File: src/hw/tccr_pkg.sv
// Package with register map, field positions, reset values and carrier types of the timer block.
package tccr_pkg;

  // Bus and datapath widths.
  localparam int ADDR_W = 4;
  localparam int DATA_W = 8;
  localparam int CNT_W = 16;
  localparam int PRE_W = 6;
  localparam int NCH = 2;

  // Register offsets; the channel registers repeat with a stride of three.
  localparam logic [ADDR_W-1:0] A_TSC = 4'h0;
  localparam logic [ADDR_W-1:0] A_CNT_HI = 4'h1;
  localparam logic [ADDR_W-1:0] A_CNT_LO = 4'h2;
  localparam logic [ADDR_W-1:0] A_MOD_HI = 4'h3;
  localparam logic [ADDR_W-1:0] A_MOD_LO = 4'h4;
  localparam logic [ADDR_W-1:0] A_CH0_SC = 4'h5;
  localparam logic [ADDR_W-1:0] A_CH0_HI = 4'h6;
  localparam logic [ADDR_W-1:0] A_CH0_LO = 4'h7;
  localparam logic [ADDR_W-1:0] A_CH_STRIDE = 4'h3;

  // Field positions in the timer status/control register.
  localparam int TSC_FLAG = 7;
  localparam int TSC_IE = 6;
  localparam int TSC_HALT = 5;
  localparam int TSC_CLR = 4;
  localparam int TSC_PS_LO = 0;

  // Field positions in a channel status/control register.
  localparam int CSC_FLAG = 7;
  localparam int CSC_IE = 6;
  localparam int CSC_MSB = 5;
  localparam int CSC_MSA = 4;
  localparam int CSC_ELS_LO = 2;
  localparam int CSC_TOV = 1;
  localparam int CSC_MAX = 0;

  // Prescaler code that selects no clock.
  localparam logic [2:0] PS_NONE = 3'h7;

  // Values after reset.
  localparam logic [CNT_W-1:0] MOD_RST = 16'hffff;
  localparam logic [CNT_W-1:0] CNT_RST = 16'h0000;

  // One register bus request, as driven by the bus master.
  typedef struct packed {
    logic [ADDR_W-1:0] addr;
    logic [DATA_W-1:0] wdata;
    logic wr;
    logic rd;
  } tccr_bus_req_t;

  // State of one capture/compare channel.
  typedef struct packed {
    logic flag;
    logic ie;
    logic msb;
    logic msa;
    logic [1:0] els;
    logic tov;
    logic max;
    logic armed;
    logic inhibit;
    logic out;
    logic pin_q;
    logic [CNT_W-1:0] val;
  } tccr_chan_t;

  // Whole state of the timer.
  typedef struct packed {
    logic ovf_flag;
    logic ovf_armed;
    logic ovf_ie;
    logic halt;
    logic [2:0] ps;
    logic [PRE_W-1:0] pre;
    logic [CNT_W-1:0] cnt;
    logic [CNT_W-1:0] modv;
    logic mod_block;
    logic lo_latched;
    logic [DATA_W-1:0] lo_buf;
    logic buf_act;
    logic buf_last;
    tccr_chan_t [NCH-1:0] ch;
    logic [DATA_W-1:0] rdata;
  } tccr_state_t;

endpackage : tccr_pkg

File: src/hw/tccr_timer.sv
// Timer with prescaler, modulo counter and two capture/compare channels behind a byte register port.
//
// The register addresses and strobed register access were chosen for this implementation.
`timescale 1ns/1ps

module tccr_timer (
  // Clock and reset.
  input wire logic i_clk,
  input wire logic i_rst_n,
  // Register port.
  input wire tccr_pkg::tccr_bus_req_t i_bus,
  output logic [tccr_pkg::DATA_W-1:0] o_rdata,
  // Interrupt requests.
  output logic o_ovf_irq,
  output logic [tccr_pkg::NCH-1:0] o_ch_irq,
  // Channel pins.
  input wire logic [tccr_pkg::NCH-1:0] i_pin,
  output logic [tccr_pkg::NCH-1:0] o_pin,
  output logic [tccr_pkg::NCH-1:0] o_pin_oe
);

  tccr_pkg::tccr_state_t s;
  tccr_pkg::tccr_state_t n;

  logic [tccr_pkg::PRE_W-1:0] pre_mask;
  logic tick;
  logic wrap;
  logic [tccr_pkg::NCH-1:0] ch_en;
  logic [tccr_pkg::NCH-1:0] is_cap;
  logic [tccr_pkg::NCH-1:0] is_cmp;
  logic [tccr_pkg::NCH-1:0] cap_ev;
  logic [tccr_pkg::NCH-1:0] cmp_ev;
  logic [tccr_pkg::CNT_W-1:0] cmp_val;
  logic [tccr_pkg::ADDR_W-1:0] a_sc;
  logic [tccr_pkg::ADDR_W-1:0] a_hi;
  logic [tccr_pkg::ADDR_W-1:0] a_lo;
  logic rd;
  logic wr;
  logic [tccr_pkg::DATA_W-1:0] wd;

  // Next-state logic: counting, events, then bus side effects, then hardware sets over clears.
  always_comb begin
    n = s;
    rd = i_bus.rd;
    wr = i_bus.wr;
    wd = i_bus.wdata;
    pre_mask = tccr_pkg::PRE_W'((7'h01 << s.ps) - 7'h01);
    tick = (s.ps != tccr_pkg::PS_NONE) && ((s.pre & pre_mask) == pre_mask) && !s.halt;
    wrap = tick && (s.cnt == s.modv);
    ch_en = '1;
    is_cap = '0;
    is_cmp = '0;
    cap_ev = '0;
    cmp_ev = '0;
    cmp_val = '0;
    a_sc = '0;
    a_hi = '0;
    a_lo = '0;

    // Prescaler and counter run only while not halted.
    if (!s.halt) begin
      n.pre = s.pre + 1'b1;
    end
    if (tick) begin
      if (wrap) begin
        n.cnt = tccr_pkg::CNT_RST;
        n.buf_act = s.buf_last;
      end else begin
        n.cnt = s.cnt + 1'b1;
      end
    end

    // Channel events are judged on the registered state of this cycle.
    for (int i = 0; i < tccr_pkg::NCH; i++) begin
      ch_en[i] = !(i == 1 && s.ch[0].msb);
      is_cap[i] = ch_en[i] && !s.ch[i].msb && !s.ch[i].msa && (s.ch[i].els != 2'h0);
      is_cmp[i] = ch_en[i] && (s.ch[i].msb || s.ch[i].msa) && (s.ch[i].els != 2'h0);
      cmp_val = (i == 0 && s.ch[0].msb) ? s.ch[s.buf_act].val : s.ch[i].val;
      cap_ev[i] = is_cap[i] && !s.ch[i].inhibit &&
                  ((s.ch[i].els[0] && i_pin[i] && !s.ch[i].pin_q) ||
                   (s.ch[i].els[1] && !i_pin[i] && s.ch[i].pin_q));
      cmp_ev[i] = is_cmp[i] && !s.ch[i].inhibit && tick && (s.cnt == cmp_val);
      n.ch[i].pin_q = i_pin[i];
      if (cap_ev[i]) begin
        n.ch[i].val = s.cnt;
      end
      // Pin level: preset while disconnected, wrap toggle beats compare action.
      if (s.ch[i].els == 2'h0) begin
        n.ch[i].out = !s.ch[i].msa;
      end else if (is_cmp[i]) begin
        if (wrap && s.ch[i].tov) begin
          n.ch[i].out = !s.ch[i].out;
        end else if (cmp_ev[i]) begin
          unique case (s.ch[i].els)
            2'h1: n.ch[i].out = !s.ch[i].out;
            2'h2: n.ch[i].out = 1'b0;
            2'h3: n.ch[i].out = 1'b1;
            default: n.ch[i].out = s.ch[i].out;
          endcase
        end
      end
    end

    // Read data and read side effects.
    n.rdata = '0;
    if (rd) begin
      unique case (i_bus.addr)
        tccr_pkg::A_TSC: begin
          n.rdata[tccr_pkg::TSC_FLAG] = s.ovf_flag;
          n.rdata[tccr_pkg::TSC_IE] = s.ovf_ie;
          n.rdata[tccr_pkg::TSC_HALT] = s.halt;
          n.rdata[tccr_pkg::TSC_PS_LO +: 3] = s.ps;
          if (s.ovf_flag) begin
            n.ovf_armed = 1'b1;
          end
        end
        tccr_pkg::A_CNT_HI: begin
          n.rdata = s.cnt[15:8];
          if (!s.lo_latched) begin
            n.lo_latched = 1'b1;
            n.lo_buf = s.cnt[7:0];
          end
        end
        tccr_pkg::A_CNT_LO: begin
          n.rdata = s.lo_latched ? s.lo_buf : s.cnt[7:0];
          n.lo_latched = 1'b0;
        end
        tccr_pkg::A_MOD_HI: n.rdata = s.modv[15:8];
        tccr_pkg::A_MOD_LO: n.rdata = s.modv[7:0];
        default: n.rdata = '0;
      endcase
    end

    // Writes to the timer registers; the counter bytes take no write.
    if (wr) begin
      unique case (i_bus.addr)
        tccr_pkg::A_TSC: begin
          if (!wd[tccr_pkg::TSC_FLAG] && s.ovf_armed) begin
            n.ovf_flag = 1'b0;
            n.ovf_armed = 1'b0;
          end
          n.ovf_ie = wd[tccr_pkg::TSC_IE];
          n.halt = wd[tccr_pkg::TSC_HALT];
          n.ps = wd[tccr_pkg::TSC_PS_LO +: 3];
          if (wd[tccr_pkg::TSC_CLR]) begin
            n.cnt = tccr_pkg::CNT_RST;
            n.pre = '0;
            n.buf_act = s.buf_act;
          end
        end
        tccr_pkg::A_MOD_HI: begin
          n.modv[15:8] = wd;
          n.mod_block = 1'b1;
        end
        tccr_pkg::A_MOD_LO: begin
          n.modv[7:0] = wd;
          n.mod_block = 1'b0;
        end
        default: n.mod_block = n.mod_block;
      endcase
    end

    // Channel register accesses.
    for (int i = 0; i < tccr_pkg::NCH; i++) begin
      a_sc = tccr_pkg::ADDR_W'(tccr_pkg::A_CH0_SC + i * tccr_pkg::A_CH_STRIDE);
      a_hi = tccr_pkg::ADDR_W'(tccr_pkg::A_CH0_HI + i * tccr_pkg::A_CH_STRIDE);
      a_lo = tccr_pkg::ADDR_W'(tccr_pkg::A_CH0_LO + i * tccr_pkg::A_CH_STRIDE);
      if (rd && i_bus.addr == a_sc && ch_en[i]) begin
        n.rdata = {s.ch[i].flag, s.ch[i].ie, s.ch[i].msb, s.ch[i].msa,
                   s.ch[i].els, s.ch[i].tov, s.ch[i].max};
        if (s.ch[i].flag) begin
          n.ch[i].armed = 1'b1;
        end
      end
      if (rd && i_bus.addr == a_hi) begin
        n.rdata = s.ch[i].val[15:8];
        if (is_cap[i]) begin
          n.ch[i].inhibit = 1'b1;
        end
      end
      if (rd && i_bus.addr == a_lo) begin
        n.rdata = s.ch[i].val[7:0];
        if (is_cap[i]) begin
          n.ch[i].inhibit = 1'b0;
        end
      end
      if (wr && i_bus.addr == a_sc && ch_en[i]) begin
        if (!wd[tccr_pkg::CSC_FLAG] && s.ch[i].armed) begin
          n.ch[i].flag = 1'b0;
          n.ch[i].armed = 1'b0;
        end
        n.ch[i].ie = wd[tccr_pkg::CSC_IE];
        n.ch[i].msb = (i == 0) ? wd[tccr_pkg::CSC_MSB] : 1'b0;
        n.ch[i].msa = wd[tccr_pkg::CSC_MSA];
        n.ch[i].els = wd[tccr_pkg::CSC_ELS_LO +: 2];
        n.ch[i].tov = wd[tccr_pkg::CSC_TOV];
        n.ch[i].max = wd[tccr_pkg::CSC_MAX];
      end
      if (wr && i_bus.addr == a_hi) begin
        n.ch[i].val[15:8] = wd;
        n.buf_last = 1'(i);
        if (is_cmp[i]) begin
          n.ch[i].inhibit = 1'b1;
        end
      end
      if (wr && i_bus.addr == a_lo) begin
        n.ch[i].val[7:0] = wd;
        n.buf_last = 1'(i);
        n.ch[i].inhibit = 1'b0;
      end
      // A fresh event beats a clear in the same cycle and spoils any armed clear.
      if (cap_ev[i] || cmp_ev[i]) begin
        n.ch[i].flag = 1'b1;
        n.ch[i].armed = 1'b0;
      end
    end

    // Overflow set comes last so it wins over a clearing write.
    if (wrap && !s.mod_block) begin
      n.ovf_flag = 1'b1;
      n.ovf_armed = 1'b0;
    end
  end

  // State register; reset halts the counter and loads the modulo with all ones.
  always_ff @(posedge i_clk or negedge i_rst_n) begin
    if (!i_rst_n) begin
      s <= '0;
      s.halt <= 1'b1;
      s.modv <= tccr_pkg::MOD_RST;
      s.ch[0].out <= 1'b1;
      s.ch[1].out <= 1'b1;
    end else begin
      s <= n;
    end
  end

  // Outputs; the pins are driven only in compare mode.
  assign o_rdata = s.rdata;
  assign o_ovf_irq = s.ovf_flag && s.ovf_ie;
  always_comb begin
    for (int i = 0; i < tccr_pkg::NCH; i++) begin
      o_ch_irq[i] = s.ch[i].flag && s.ch[i].ie;
      o_pin[i] = s.ch[i].out;
      o_pin_oe[i] = (s.ch[i].msb || s.ch[i].msa) && (s.ch[i].els != 2'h0) &&
                    !(i == 1 && s.ch[0].msb);
    end
  end

endmodule : tccr_timer

File: config.mk
export PLATFORM = sky130hd
export DESIGN_NAME = tccr_timer
export DESIGN_NICKNAME = d
export VERILOG_FILES = /design/src/hw/tccr_pkg.sv /design/src/hw/tccr_timer.sv
export SDC_FILE = /design/constraint.sdc
export NUM_CORES = 1
export LEC_CHECK = 0
export BUFFER_PORTS_ARGS = -buffer_cell sky130_fd_sc_hd__buf_4
export CAP_MARGIN = 20
export CORE_MARGIN = 2
export CORE_UTILIZATION = 50
export CTS_CLUSTER_DIAMETER = 80
export CTS_CLUSTER_SIZE = 20
export DETAILED_ROUTE_END_ITERATION = 10
export PLACE_DENSITY_LB_ADDON = 0.2
export SETUP_SLACK_MARGIN = 0.5
export SKIP_CTS_REPAIR_TIMING = 1
export SLEW_MARGIN = 25
export SYNTH_ARGS = -nofsm -noshare
export SYNTH_HDL_FRONTEND = slang
export SYNTH_SLANG_ARGS = --single-unit
File: constraint.sdc
create_clock -name i_clk -period 2.45 [get_ports i_clk]
set_clock_uncertainty 0.1 [all_clocks]
set_input_delay 0.245 -clock i_clk [delete_from_list [all_inputs] [get_ports i_clk]]
set_output_delay 0.245 -clock i_clk [all_outputs]
set_load 0.05 [all_outputs]
**Yosys cells after proc, flatten, opt, wreduce, memory -nomap -nowiden**

Cells that the tools add are included.

- $lt $le $gt $ge: 1
- Shift operators: 1
- Add/subtract/negate cells: 3
- Eq/ne operators: 22
- Reductions and logical operators: 108
- Mux-type cells: 82
- Bitwise gates (word level): 2

Operators with widths:

| cell | number |
|---|---|
| 16-bit 2-to-1 mux | 7 |
| 8-bit 2-to-1 mux | 14 |
| 1-bit logical AND | 53 |
| 16-bit equality test | 3 |
| 1-bit 2-to-1 mux | 46 |
| 46-bit 2-to-1 mux | 1 |
| 2-bit nonzero test | 17 |
| 3-bit one-hot mux with 5 select lines | 2 |
| 29-bit 2-to-1 mux | 1 |
| 22-bit 2-to-1 mux | 1 |
| 9-bit 2-to-1 mux | 2 |
| 16-bit by 1-bit adder with 16-bit output, second input constant | 1 |
| 4-bit by 3-bit equality test with 1-bit output, second input constant | 4 |
| 1-bit zero test | 14 |
| 2-bit AND reduction | 7 |
| 4-bit equality test, second input constant | 3 |
| 3-bit AND reduction | 4 |
| 5-bit nonzero test | 2 |
| 2-bit equality test, second input constant | 4 |
| 4-bit by 2-bit equality test with 1-bit output, second input constant | 2 |
| 2-bit one-hot mux with 4 select lines | 1 |
| 6-bit by 1-bit adder with 6-bit output, second input constant | 1 |
| 6-bit bitwise AND | 1 |
| 6-bit equality test | 1 |
| other kinds (16) | 27 |

- Bits in registers: 120

**Logic depth before layout (Yosys ltp)**

- Depth in word-level cells: 13
- Gate-level depth with buffers: 12

**Worst setup path after synthesis**

Ideal clock, no wire load.

- Kind: register -> register
- From: reg s[58] (netlist name)
- To: reg s, in the netlist o_pin[1]
- Slack: -0.601 ns
- Arrival: 2.887 ns
- Period minus slack after synthesis: 3.051 ns
- Path buffers: 0
- Cell stages (with the launch flop): 9
- Cell sequence: dfrtp_1 inv_1 ha_1 nor3b_1 nand3_1 nor3_1 nand4_1 o32ai_1 a31o_2

- Word-level cells in the longest chain between the ends: 7
- Elaborated cells between the ends (all ways): 18
- Those cells by class: eq/ne: 3; mux: 5; reduce/logical: 10

Ends and longest elaborated chain:

| what | line | source |
|---|---|---|
| from (decl) | tccr_timer.sv:22 | `tccr_pkg::tccr_state_t s;` |
| from (signal assigned) | tccr_timer.sv:234 | `s <= n;` |
| branches (longest 7 deep; another with 1-bit one-hot mux with 3 select lines) | n/a |  |

Parallel ways; which one is timed is not known. The select of a mux whose other input is x is not followed.
A chain may end at the register's enable or synchronous reset.

**Final worst setup path**

- From: reg s[115] (netlist name)
- To: reg s, in the netlist o_pin[1]

- Word-level cells in the longest chain between the ends: 11
- Elaborated cells between the ends (all ways): 17
- Those cells by class: add/sub: 1; eq/ne: 2; shift: 1; mux: 3; bitwise: 1; reduce/logical: 9

Ends and longest elaborated chain:

| what | line | source |
|---|---|---|
| 1-bit by 3-bit left shift with 6-bit output | tccr_timer.sv:47 | `pre_mask = tccr_pkg::PRE_W'((7'h01 << s.ps) - 7'h01);` |
| 6-bit by 1-bit subtractor with 6-bit output | tccr_timer.sv:47 |  |
| 6-bit bitwise AND | tccr_timer.sv:48 | `tick = (s.ps != tccr_pkg::PS_NONE) && ((s.pre & pre_mask) == pre_mask) && !s.halt;` |
| 6-bit equality test | tccr_timer.sv:48 |  |
| 1-bit logical AND * (2 in a row) | tccr_timer.sv:48 |  |
| 1-bit logical AND | tccr_timer.sv:49 | `wrap = tick && (s.cnt == s.modv);` |
| 1-bit logical AND | tccr_timer.sv:91 | `if (wrap && s.ch[i].tov) begin` |
| 1-bit 2-to-1 mux | tccr_timer.sv:91 |  |
| 1-bit 2-to-1 mux | tccr_timer.sv:90 | `end else if (is_cmp[i]) begin` |
| 1-bit 2-to-1 mux | tccr_timer.sv:88 | `if (s.ch[i].els == 2'h0) begin` |

Every way passes the cells marked *; elsewhere a longest branch is shown, timed or not. The select of a mux whose other input is x is not followed.

==> summary.md <==
| Metric | Value |
|---|---|
| Status | finished, violations left |
| Failing checks | DRC, setup timing |
| Initial Util | approximately half |
| Final WL | around 23 mm |
| Yosys top cell area share | roughly a third |
| ANT cells | 0 |
| Initial antenna violation count | 0 |
| Syn. warnings | 0 |
| Post-synthesis compound-gate area fraction | 14.75% |
| CTS Buf Count | 17 |
| TritonCTS clock tree | built |
| Async S/R FF share, synth | 100.0% |
| WP data arrival | approximately 2800 ps |
| Synthesized instance count | 762 |
| Final Cell Area | 8743 sq um |
| Register bit total from synthesis | 120 |
| CP required | 2700 ps |
| Place WS | -163.4 ps |
| Pins Over Slew Limit | 0 |
| Post-Syn Area | 7217 sq um |
| 1st-pass router iterations | 11 |
| Total negative slack | -563.9 ps |
| Clk buf depth | 2 |
| Synth Area in XOR/XNOR | 5.947% |
| Total GRT Usage | 31.44% |
| Adder-cell share of the synthesized area | 1.214% |
| Peak Freq | 0.3909 GHz |
| Main combinational cell family by area after synthesis | simple AND/OR/NAND/NOR gates |
| Area Growth Syn to Fin | 21.15% |
| Top cells by instance count after synthesis | dfrtp_1, nand2_1, o21ai_0, nor2_1, xnor2_1 |
| Count of input and output buffers | 32 |
| Worst VDD drop | ~0.56 mV |
| RSZ-0062 raised after global routing | true |
| Post-synth EDFFs | 0 |
| Slew margin rel. | 60.45% |
| # IOs | 33 |
| Die Area | roughly 15,000 sq um |
| Finish-stage setup viols | 13 |
| Hold crit path type | in -> reg |
| Count leader, synth | dfrtp_1 |
| Slowest cell on crit path | dfrtp_1 |
| DR WL/cell | ~23 microns |
| Root buf cell | clkbuf_16 |
| Worst Slack Setup Final | -108.3 ps |
| Max incr delay on CP | 400 ps |
| Nets | 843 |
| DR vias | 6,283 |
| Leakage Power | 3.610 nW |
| DP Area | 7893 sq um |
| Via density | between 6 and 7 |
| CP startpoint kind | flip-flop |
| Fin util | 62.50% |
| Core area | 13,990 sq um |
| Final Hold Violating Endpoints | 0 |
| DRT antenna net count | 0 |
| Worst-path clk slew | 60 ps |
| DIE WIDTH | 124.1 microns |
| Register area share after synthesis | 41.94% |
| Congestion Overflow GR | 0 |
| Die H | 124.1 microns |
| Unique cell type count in the Yosys netlist | a little over 70 |
| Syn nets | 787 |
| DRC violations left | 2 |
| Largest net degree at the start of global routing | between 60 and 70 |
| Top_reg_cell synth | dfrtp_1 |
| Critical path type | reg -> reg |
| HPWL Detailed | approximately 17 mm |
| Cell type with the largest total area after synthesis | dfrtp_1 |
| Drt initial violations | 833 |
| Worst-Skew Late Latency | 430 ps |
| Mux cell area share after synthesis | 13.00% |
| Part of the cycle the worst path needs | 104.4% |
| Max Cap Viol | 0 |
| Simple-Gate Fraction of Synth Area | 16.85% |
| Worst-path cell chain | or3_4 -> ha_4 -> o21bai_4 -> a221oi_4 -> buf_12 -> nand4_1 -> o22ai_1 -> a31oi_1 -> a31o_2 |
| Number of clock sinks | 120 |
| Count of standard-cell rows | 43 |
| Mean post-synth cell area | 9.471 sq um |
| Global-route wire length before repair | 35.19 mm |
| Max FO, Critical Path | 10 |
| Max H-tree Level | 4 |
| Vias in the first global route | 6,134 |
| Layout fillers | approximately 1,100 |
| Min Clock Period, post-route | 2558 ps |
| Smallest hold slack | ~30 ps |
| Share of cells above drive strength 1 | 27.92% |
| Final Wtd Congestion | between 1 and 1.5 |
| CP endpoint kind | flip-flop |
| PwrDens | a little over 1000 nW/um^2 |
| Slew @ Worst Pin | 587.0 ps |
| Top cells by area, synth | dfrtp_1, dfstp_2, mux2_2, mux2i_1, xnor2_1 |
per-stage QoR:
stage | std cells | total power [mW]
6_report | 1011 | 8.920
3_5_place_dp | 970 | 6.094
4_1_cts | 1002 | 8.726
5_1_grt | 1011 | 9.347
2_1_floorplan | 762 | 5.068
3_3_place_gp | 970 | 5.986
placed cells by master (no fill, tap or decap), types with 15 or more instances in the layout:
| cell | count |
|---|---|
| clkbuf_16 | 17 |
| nand3_1 | 15 |
| a21oi_1 | 27 |
| mux2i_1 | 41 |
| dfrtp_1 | 100 |
| inv_1 | 25 |
| xnor2_1 | 44 |
| nor2_1 | 55 |
| dfstp_2 | 19 |
| mux2_2 | 41 |
| buf_4 | 92 |
| nand2_1 | 70 |
| o21ai_0 | 62 |
layer usage:
| layer | up-vias | track usage [%] | share of wire (%) |
|---|---|---|---|
| li1 | 2809 | - | - |
| met2 | 306 | 49.21 | 46 |
| met3 | 59 | 8.242 | 9.5 |
| met1 | 3109 | 41.06 | 41 |
| met5 | - | 0 | 0 |
| met4 | 0 | 13.83 | 3.4 |
final timing paths:
path | startpoint | endpoint | slack (ps) | cells after the start
worst max-delay path | s[115]$_DFFE_PN0P_ | o_pin[1]$_DFFE_PN1P_ | -110 | 9
max in group asynchronous | i_rst_n | s[87]$_DFFE_PN1P_ | 1270 | 3
worst min register to register | s[75]$_DFFE_PN0P_ | s[120]$_DFFE_PN0P_ | 390 | 1
worst max register to register | s[115]$_DFFE_PN0P_ | o_pin[1]$_DFFE_PN1P_ | -110 | 9
min in group asynchronous | i_rst_n | s[67]$_DFFE_PN0P_ | 180 | 2
worst min-delay path | i_bus[7] | cmp_val[5]$_DFFE_PN0P_ | 30 | 3
worst max-delay path: cells and delay by family (launching register included):
family	cells	cell delay, ps
DFF	1	400
AOI/OAI and AO/OA	5	890
buffers and inverters	1	180
adders and majority gates	1	290
and+or+nand+nor	2	610
power breakdown:
group / internal, mW / switching, mW
combinational: 1.40 / 1.72
sequential: 2.58 / 0.609
clock: 1.73 / 0.888
total: 5.71 / 3.21
sequential cells by signal, indices dropped and copies added, names as in the netlist:
| name | cells |
|---|---|
| cmp_val | 16 |
| o_pin | 2 |
| o_rdata | 8 |
| s | 94 |
area by class of cell:
| cell class | instances | area, sq um | area share [%] |
|---|---|---|---|
| multi-input cells | 548 | 3902 | 44.63 |
| flip-flops and latches | 120 | 3028 | 34.63 |
| repair buffers | 104 | 864.6 | 9.888 |
| clock buffers | 24 | 501.7 | 5.738 |
| well taps | 180 | 225.2 | 2.576 |
| clock inverters | 8 | 117.6 | 1.345 |
| inverters | 27 | 103.9 | 1.188 |
cell families (layout without fill, tap and decap cells):
family	count (synthesis)	count (layout)
multiplexers	86	86
AND/OR/NAND/NOR	243	243
adder cells (fa/ha/maj)	7	7
flip-flops	120	120
XOR/XNOR	49	49
buffers and inverters	94	163
AO/OA/AOI/OAI	163	163
Note: power is estimated with default switching activity, not from simulation.
